File: src/hw/sruc_pkg.sv
// Package with register map, field positions and reset values for sync and update control
package sruc_pkg;
  localparam int          ADDR_W        = 10;
  localparam int          DATA_W        = 8;
  localparam int          NUM_CH        = 5;
  localparam int          NUM_CFG       = 2;
  localparam logic [9:0]  SYS_CTRL_ADDR = 10'h230;
  localparam logic [9:0]  UPDATE_ADDR   = 10'h232;
  localparam logic [9:0]  CH_IGN_ADDR   = 10'h240;
  localparam logic [9:0]  CH_SEL_ADDR   = 10'h241;
  localparam logic [9:0]  STATUS_ADDR   = 10'h242;
  localparam int          PD_SYNC_BIT   = 2;
  localparam int          PD_REF_BIT    = 1;
  localparam int          SOFT_SYNC_BIT = 0;
  localparam int          UPDATE_BIT    = 0;
  localparam logic [7:0]  SYS_RST       = 8'h00;
  localparam logic [7:0]  CH_IGN_RST    = 8'h00;
  localparam logic [7:0]  CH_SEL_RST    = 8'h1f;
  localparam logic [7:0]  RD_ZERO       = 8'h00;
endpackage
File: src/hw/sruc_ctrl.sv
// Sync and register update control: buffered registers, soft sync and update strobe
`timescale 1ns/10ps
module sruc_ctrl (
  input  wire logic                           core_clk_i,
  input  wire logic                           rst_b_i,
  input  wire logic [sruc_pkg::ADDR_W-1:0]    addr_i,
  input  wire logic [sruc_pkg::DATA_W-1:0]    wdata_i,
  input  wire logic                           wr_i,
  input  wire logic                           rd_i,
  output logic      [sruc_pkg::DATA_W-1:0]    rdata_o,
  input  wire logic                           sclk_i,
  input  wire logic                           sync_b_i,
  output logic                                pd_sync_o,
  output logic                                pd_ref_o,
  output logic      [sruc_pkg::NUM_CH-1:0]    ch_hold_o,
  output logic      [sruc_pkg::NUM_CH-1:0]    ch_resync_o
);
  import sruc_pkg::*;

  // Slot numbers inside the buffer and active copies
  localparam int SLOT_SYS = 0;
  localparam int SLOT_IGN = 1;
  localparam int SLOT_SEL = 2;
  localparam int NUM_SLOT = 3;

  // Host-visible buffer copies
  logic [DATA_W-1:0] buf_ff  [NUM_SLOT];
  logic [DATA_W-1:0] nxt_buf [NUM_SLOT];

  // Active copies that steer the outputs
  logic [DATA_W-1:0] act_ff  [NUM_SLOT];
  logic [DATA_W-1:0] nxt_act [NUM_SLOT];

  // Update strobe state
  logic              upd_pend_ff;
  logic              nxt_upd_pend;
  logic              upd_fire;
  logic              upd_wr;

  // Serial clock synchroniser and edge finder
  logic [2:0]        sclk_sync_ff;
  logic [2:0]        nxt_sclk_sync;
  logic              sclk_rise;

  // Sync pin synchroniser
  logic [1:0]        pin_sync_ff;
  logic [1:0]        nxt_pin_sync;
  logic              pin_low;

  // Sync level and release detection
  logic              sync_req;
  logic              sync_lvl_ff;
  logic              nxt_sync_lvl;
  logic [NUM_CH-1:0] sens;
  logic [NUM_CH-1:0] resync_ff;
  logic [NUM_CH-1:0] nxt_resync;

  // Read path
  logic [DATA_W-1:0] rdata_ff;
  logic [DATA_W-1:0] nxt_rdata;

  // Decoded write strobes
  logic              wr_sys;
  logic              wr_ign;
  logic              wr_sel;

  // Writes to unmapped addresses fall through silently
  assign wr_sys = wr_i & (addr_i == SYS_CTRL_ADDR);
  assign wr_ign = wr_i & (addr_i == CH_IGN_ADDR);
  assign wr_sel = wr_i & (addr_i == CH_SEL_ADDR);
  assign upd_wr = wr_i & (addr_i == UPDATE_ADDR) & wdata_i[UPDATE_BIT];

  // Host writes only ever touch the buffers and the update pending flag
  always_comb begin
    for (int i = 0; i < NUM_SLOT; i++) begin
      nxt_buf[i] = buf_ff[i];
    end
    if (wr_sys) begin
      nxt_buf[SLOT_SYS] = {5'h00, wdata_i[PD_SYNC_BIT:0]};
    end
    if (wr_ign) begin
      nxt_buf[SLOT_IGN] = {3'h0, wdata_i[NUM_CH-1:0]};
    end
    if (wr_sel) begin
      nxt_buf[SLOT_SEL] = {3'h0, wdata_i[NUM_CH-1:0]};
    end
  end

  always_ff @(posedge core_clk_i or negedge rst_b_i) begin
    if (!rst_b_i) begin
      buf_ff[SLOT_SYS] <= SYS_RST;
      buf_ff[SLOT_IGN] <= CH_IGN_RST;
      buf_ff[SLOT_SEL] <= CH_SEL_RST;
    end else begin
      for (int i = 0; i < NUM_SLOT; i++) begin
        buf_ff[i] <= nxt_buf[i];
      end
    end
  end

  // Active copies move only on a transfer
  always_comb begin
    for (int i = 0; i < NUM_SLOT; i++) begin
      nxt_act[i] = act_ff[i];
      if (upd_fire) begin
        nxt_act[i] = buf_ff[i];
      end
    end
  end

  always_ff @(posedge core_clk_i or negedge rst_b_i) begin
    if (!rst_b_i) begin
      act_ff[SLOT_SYS] <= SYS_RST;
      act_ff[SLOT_IGN] <= CH_IGN_RST;
      act_ff[SLOT_SEL] <= CH_SEL_RST;
    end else begin
      for (int i = 0; i < NUM_SLOT; i++) begin
        act_ff[i] <= nxt_act[i];
      end
    end
  end

  // Set wins over the self-clear when a strobe meets a transfer
  always_comb begin
    nxt_upd_pend = upd_pend_ff;
    if (upd_fire) begin
      nxt_upd_pend = 1'b0;
    end
    if (upd_wr) begin
      nxt_upd_pend = 1'b1;
    end
  end

  always_ff @(posedge core_clk_i or negedge rst_b_i) begin
    if (!rst_b_i) begin
      upd_pend_ff <= 1'b0;
    end else begin
      upd_pend_ff <= nxt_upd_pend;
    end
  end

  // Two flops tame the serial clock, the third only finds its rise
  always_comb begin
    nxt_sclk_sync = {sclk_sync_ff[1:0], sclk_i};
  end

  always_ff @(posedge core_clk_i or negedge rst_b_i) begin
    if (!rst_b_i) begin
      sclk_sync_ff <= 3'h0;
    end else begin
      sclk_sync_ff <= nxt_sclk_sync;
    end
  end

  assign sclk_rise = sclk_sync_ff[1] & ~sclk_sync_ff[2];
  assign upd_fire  = upd_pend_ff & sclk_rise;

  // Resets high so no false sync follows reset
  always_comb begin
    nxt_pin_sync = {pin_sync_ff[0], sync_b_i};
  end

  always_ff @(posedge core_clk_i or negedge rst_b_i) begin
    if (!rst_b_i) begin
      pin_sync_ff <= 2'h3;
    end else begin
      pin_sync_ff <= nxt_pin_sync;
    end
  end

  assign pin_low = ~pin_sync_ff[1];

  // Sync request is low pin or soft sync high; gated by power-down
  assign sync_req = ~act_ff[SLOT_SYS][PD_SYNC_BIT] &
                    (pin_low | act_ff[SLOT_SYS][SOFT_SYNC_BIT]);
  assign sens     = act_ff[SLOT_SEL][NUM_CH-1:0] & ~act_ff[SLOT_IGN][NUM_CH-1:0];

  // Release of the request (pin rise, soft bit fall or sync power-down) starts the resync
  always_comb begin
    nxt_sync_lvl = sync_req;
    nxt_resync   = '0;
    if (sync_lvl_ff && !sync_req) begin
      nxt_resync = sens;
    end
  end

  always_ff @(posedge core_clk_i or negedge rst_b_i) begin
    if (!rst_b_i) begin
      sync_lvl_ff <= 1'b0;
      resync_ff   <= '0;
    end else begin
      sync_lvl_ff <= nxt_sync_lvl;
      resync_ff   <= nxt_resync;
    end
  end

  // Reads of the three config registers show buffers, so software sees what it wrote before the update
  always_comb begin
    nxt_rdata = RD_ZERO;
    if (rd_i) begin
      case (addr_i)
        SYS_CTRL_ADDR: nxt_rdata = buf_ff[SLOT_SYS];
        CH_IGN_ADDR:   nxt_rdata = buf_ff[SLOT_IGN];
        CH_SEL_ADDR:   nxt_rdata = buf_ff[SLOT_SEL];
        UPDATE_ADDR:   nxt_rdata = {7'h00, upd_pend_ff};
        STATUS_ADDR:   nxt_rdata = {4'h0, act_ff[SLOT_SYS][PD_SYNC_BIT:0], sync_lvl_ff};
        default:       nxt_rdata = RD_ZERO;
      endcase
    end
  end

  always_ff @(posedge core_clk_i or negedge rst_b_i) begin
    if (!rst_b_i) begin
      rdata_ff <= RD_ZERO;
    end else begin
      rdata_ff <= nxt_rdata;
    end
  end

  assign rdata_o     = rdata_ff;
  assign pd_sync_o   = act_ff[SLOT_SYS][PD_SYNC_BIT];
  assign pd_ref_o    = act_ff[SLOT_SYS][PD_REF_BIT];
  assign ch_hold_o   = sync_lvl_ff ? sens : '0;
  assign ch_resync_o = resync_ff;

  // Checks on the rules this block carries out
  AST_PD_SYNC: assert property (@(posedge core_clk_i) disable iff (!rst_b_i)
    pd_sync_o |-> ##1 (ch_hold_o == '0))
    else $error("hold active while sync powered down");

  AST_PD_REF: assert property (@(posedge core_clk_i) disable iff (!rst_b_i)
    !upd_fire |=> $stable(pd_ref_o))
    else $error("reference power-down changed without update");

  AST_SOFT_HOLD: assert property (@(posedge core_clk_i) disable iff (!rst_b_i)
    (act_ff[SLOT_SYS][SOFT_SYNC_BIT] && !act_ff[SLOT_SYS][PD_SYNC_BIT]) |=> (ch_hold_o == sens))
    else $error("soft sync did not hold channels");

  AST_RESYNC: assert property (@(posedge core_clk_i) disable iff (!rst_b_i)
    (sync_lvl_ff && !sync_req) |=> (ch_resync_o == $past(sens)))
    else $error("release did not trigger resync");

  AST_UPD_COPY: assert property (@(posedge core_clk_i) disable iff (!rst_b_i)
    upd_fire |=> (act_ff[SLOT_SYS] == $past(buf_ff[SLOT_SYS])))
    else $error("update did not copy buffer");

  AST_UPD_CLR: assert property (@(posedge core_clk_i) disable iff (!rst_b_i)
    (upd_fire && !upd_wr) |=> !upd_pend_ff)
    else $error("update strobe did not self-clear");

  AST_IGNORE: assert property (@(posedge core_clk_i) disable iff (!rst_b_i)
    ((ch_hold_o | ch_resync_o) & act_ff[SLOT_IGN][NUM_CH-1:0]) == '0)
    else $error("ignoring channel responded to sync");

  AST_BUFFERED: assert property (@(posedge core_clk_i) disable iff (!rst_b_i)
    (wr_sys && !upd_fire) |=> (act_ff[SLOT_SYS] == $past(act_ff[SLOT_SYS])))
    else $error("write reached active register directly");

  AST_RD_BUF: assert property (@(posedge core_clk_i) disable iff (!rst_b_i)
    (rd_i && addr_i == SYS_CTRL_ADDR) |=> (rdata_o == $past(buf_ff[SLOT_SYS])))
    else $error("read did not return buffer value");

  AST_PEND_SET: assert property (@(posedge core_clk_i) disable iff (!rst_b_i)
    upd_wr |=> upd_pend_ff)
    else $error("update strobe write not taken");

  AST_HOLD_PIN: assert property (@(posedge core_clk_i) disable iff (!rst_b_i)
    (pin_low && !act_ff[SLOT_SYS][PD_SYNC_BIT]) |=> (ch_hold_o == sens))
    else $error("low pin did not hold channels");

  AST_REF_COPY: assert property (@(posedge core_clk_i) disable iff (!rst_b_i)
    upd_fire |=> (pd_ref_o == $past(buf_ff[SLOT_SYS][PD_REF_BIT])))
    else $error("reference power-down not taken on update");

  AST_SYNC_PD_COPY: assert property (@(posedge core_clk_i) disable iff (!rst_b_i)
    upd_fire |=> (pd_sync_o == $past(buf_ff[SLOT_SYS][PD_SYNC_BIT])))
    else $error("sync power-down not taken on update");

  AST_MASK_HELD: assert property (@(posedge core_clk_i) disable iff (!rst_b_i)
    !upd_fire |=>
      (act_ff[SLOT_IGN] == $past(act_ff[SLOT_IGN]) &&
       act_ff[SLOT_SEL] == $past(act_ff[SLOT_SEL])))
    else $error("channel masks changed without update");

  AST_RESYNC_QUIET: assert property (@(posedge core_clk_i) disable iff (!rst_b_i)
    !(sync_lvl_ff && !sync_req) |=> (ch_resync_o == '0))
    else $error("resync without a release");

  // Main scenarios
  COV_UPDATE:   cover property (@(posedge core_clk_i) disable iff (!rst_b_i) upd_fire);
  COV_RESYNC:   cover property (@(posedge core_clk_i) disable iff (!rst_b_i) ch_resync_o != '0);
  COV_HOLD:     cover property (@(posedge core_clk_i) disable iff (!rst_b_i) ch_hold_o != '0);
  COV_PIN_HOLD: cover property (@(posedge core_clk_i) disable iff (!rst_b_i) pin_low && sync_lvl_ff);
  COV_REF_PD:   cover property (@(posedge core_clk_i) disable iff (!rst_b_i) pd_ref_o);
endmodule

File: config.mk
export PLATFORM = sky130hd
export DESIGN_NAME = sruc_ctrl
export DESIGN_NICKNAME = d
export VERILOG_FILES = /design/src/hw/sruc_pkg.sv /design/src/hw/sruc_ctrl.sv
export SDC_FILE = /design/constraint.sdc
export NUM_CORES = 1
export LEC_CHECK = 0
export ABC_AREA = 1
export BUFFER_PORTS_ARGS = -buffer_cell sky130_fd_sc_hd__buf_2
export CORE_ASPECT_RATIO = 0.75
export CORE_UTILIZATION = 53
export DETAILED_ROUTE_END_ITERATION = 16
export PLACE_DENSITY = 0.88
export SLEW_MARGIN = 20
export SYNTH_ARGS = -nofsm -noshare
export SYNTH_HDL_FRONTEND = slang
export SYNTH_SLANG_ARGS = --single-unit
File: constraint.sdc
create_clock -name core_clk_i -period 1.4 [get_ports core_clk_i]
set_input_delay 0.28 -clock core_clk_i [delete_from_list [all_inputs] [get_ports core_clk_i]]
set_output_delay 0.28 -clock core_clk_i [all_outputs]
set_load 0.01 [all_outputs]
==> impl_metrics.py <==
metrics = {
    "setup_path": {
        "ff2ff_path_depth": 5,
        "critPathLaunch": "act_ff[1]",
        "reg2reg_to": "act_ff[1]",
        "r2r_slack_ns": 0.29,
        "critPathCaptureType": "output pin",
        "crit_end": "ch_hold_o[1]",
        "reg2reg_from": "upd_pend_ff",
        "critPathLaunchType": "flip-flop",
        "arrival_ns": 1.14,
        "crit_type": "reg2out",
        "required_ns": 1.12,
        "path_max_fanout": 2,
    },
    "outcome": {
        "violations": "setup timing",
        "outcome": "complete, but fails checks",
    },
    "route": {
        "vias": 1545,
        "wl_per_cell_um": 12.67,
        "viasPerCell": 4.936,
        "drtPass1Iterations": 4,
        "wl_met1_um": 1774,
        "drtAntennaViolNets": 0,
        "drc_errors": 0,
        "routed-wl-met2_um": 1802,
        "drt-initial-drc-count": 152,
        "wl_met3_um": 327,
        "finalWirelength_um": 3966,
        "top_layer": "met4",
    },
    "sta": {
        "fin_skew_ns": 0.007835,
        "hold_viol_final": 0,
        "tns_ns": -0.03814,
        "finalCriticalPeriod_ns": 1.421,
        "fmax_mhz": 703.9,
        "slew_viol_final": 0,
        "fin_ws_ns": -0.02059,
        "rsz0062_at_grt": "true",
        "setup_viol": 4,
        "period_share": 1.015,
    },
    "clocking": {
        "cts-htree-levels": 2,
        "cts-buffers-inserted": 5,
        "cts_tree": "done",
        "clock_latency_ns": 0.29,
        "cts-root-buf": "clkbuf_8",
        "clk_path_buf_depth": 2,
        "numClockSinks": 43,
        "clk_pin_slew_worst_paths_ns": 0.07,
    },
    "hold_path": {
        "hold_path_depth": 1,
        "hold_path.class": "in2reg",
    },
    "synth": {
        "ys_seq_area_frac": 0.5526,
        "synth_largest_area_cell": "dfrtp_1",
        "synth.avg_cell_area_um2": 9.183,
        "ys_ff_latch": 43,
        "yosysMostFrequentCell": "nand2_1",
        "synth_area_leaders": "dfrtp_1 (39%), dfstp_2 (16%), nand2_1 (11%)",
        "yosysWarnings": 0,
        "synth-edff-count": 0,
        "synth_area_um2": 1974,
        "synth_top_area_share": 0.3929,
        "synthArstFlopShare": 1.000,
        "synth_cells": 215,
        "ys_types": 23,
        "yosys-top-cells-count": "nand2_1 (59), dfrtp_1 (31), inv_1 (24), nand3_1 (14)",
        "synthFlopType": "dfrtp_1",
    },
    "power": {
        "powerDensity_nw_per_um2": 937.6,
        "vdd_drop_max_mv": 0.6214,
        "leakagePower_nw": 1.201,
    },
    "floorplan": {
        "start_util": 0.5768,
        "die_h_um": 54.86,
        "core-area_um2": 3423,
        "dieArea_um2": 3976,
        "die_w_um": 72.48,
        "rows": 18,
        "num_io_pins": 44,
    },
    "final_layout": {
        "area_growth_pct": 19.26,
        "drive_above_1_share": 0.3764,
        "n_antenna_cell": 0,
        "multi_input_area_um2": 770.7,
        "seq_area_um2": 1091,
        "fillCellCount": 283,
        "fin_nets": 286,
    },
    "place": {
        "hpwl_um": 2980,
        "port_buffers": 37,
        "gp_congestion": 0.8453,
        "dp_slack_ns": 0.09481,
    },
    "global_route": {
        "grt_max_degree": 30,
        "grt-ovfl-total": 0,
        "grt_pass1_wl_um": 6527,
        "antenna_found_initial": 0,
        "grt_pass1_vias": 1387,
        "grt_util_all_layers": 0.2284,
    },
    "run": {
        "cap_violations": 0,
    },
}
logic make-up (layout without fill, tap and decap cells):
family | Yosys count | count (layout) | share of synthesized area
AOI/OAI and AO/OA | 26 | 26 | 0.07478
buffers and inverters | 33 | 79 | 0.06971
DFF | 43 | 43 | 0.5526
other | 1 | 3 | 0.001899
and+or+nand+nor | 112 | 112 | 0.3010
where the power goes:
| part | switching [W] | internal [W] | total [W] |
|---|---|---|---|
| combinational | 0.000116 | 0.0000609 | 0.000177 |
| clock | 0.000385 | 0.000354 | 0.000739 |
| sequential | 0.0000183 | 0.00127 | 0.00129 |
| total | 0.000519 | 0.00169 | 0.00221 |
sequential cells by signal (all words and copies together) (netlist names), 2 cells and up:
register / count
act_ff: 11
buf_ff: 13
ch_resync_o: 5
pin_sync_ff: 2
rdata_o: 5
sclk_sync_ff: 3
through the flow:
stage          total power [W]  std cells  instance area (um^2)  hold WS [ns]  utilization
6_report              0.002208        313                  2355       0.08301       0.6879
5_1_grt               0.002303        313                  2355       0.07852       0.6879
4_1_cts               0.002217        312                  2345       0.07890       0.6849
3_5_place_dp          0.001482        301                  2225        0.1996       0.6499
3_3_place_gp          0.001474        301                  2225        0.1940       0.6499
2_1_floorplan         0.001395        217                  1982      -0.01559            -
layout make-up:
class	count	share of cell area
sequential	43	0.4633
multi-input combinational	141	0.3273
timing repair buffer	43	0.1041
inverter	28	0.04463
clock buffer	8	0.03401
tap	50	0.02657
critical path, stage by stage (launching register included):
cell	delay, ns
dfstp_2	0.54
nand2_2	0.05
nor2_2	0.11
buf_2	0.15
layer usage:
| layer | track usage | up-vias |
|---|---|---|
| met5 | 0 | - |
| met4 | 0.05882 | 0 |
| met3 | 0.07366 | 12 |
| met2 | 0.3614 | 72 |
| met1 | 0.3080 | 705 |
| li1 | - | 756 |
placed cells by master, fill, tap and decap left out:
master	instances
nand3_1	14
buf_2	37
a21oi_1	1
nor2_1	7
buf_12	1
dlygate4sd3_1	1
nor2_8	2
o21ai_1	12
conb_1	3
o21ai_0	9
clkbuf_1	3
a21oi_2	1
o21ai_2	2
dfrtp_1	31
nand2_1	58
inv_2	7
nor3_2	2
nor3_1	4
inv_1	21
dfstp_2	12
nand2_2	5
a21boi_2	1
clkbuf_8	5
buf_4	4
nor2_4	7
nor2_2	7
nand2_4	3
nand3_2	3
worst min path at each step:
stage | to | slack [ns] | startpoint
after global placement | rdata_o[1] | 0.19 | rst_b_i
after CTS | pin_sync_ff[0] | 0.08 | sync_b_i
after detailed placement | rdata_o[2] | 0.20 | rst_b_i
final | pin_sync_ff[0] | 0.08 | sync_b_i
after floorplan | act_ff[10] | -0.02 | rst_b_i
after global routing | pin_sync_ff[0] | 0.08 | sync_b_i
timing repair:
item,CTS,global route
hold buffers,1,0
buffers inserted,2,1
hold endpoints to repair,12,0
pin swaps,0,0
endpoints found under the setup margin,5,5
gates resized for setup,6,2
Power figures use the tool's default switching activity.
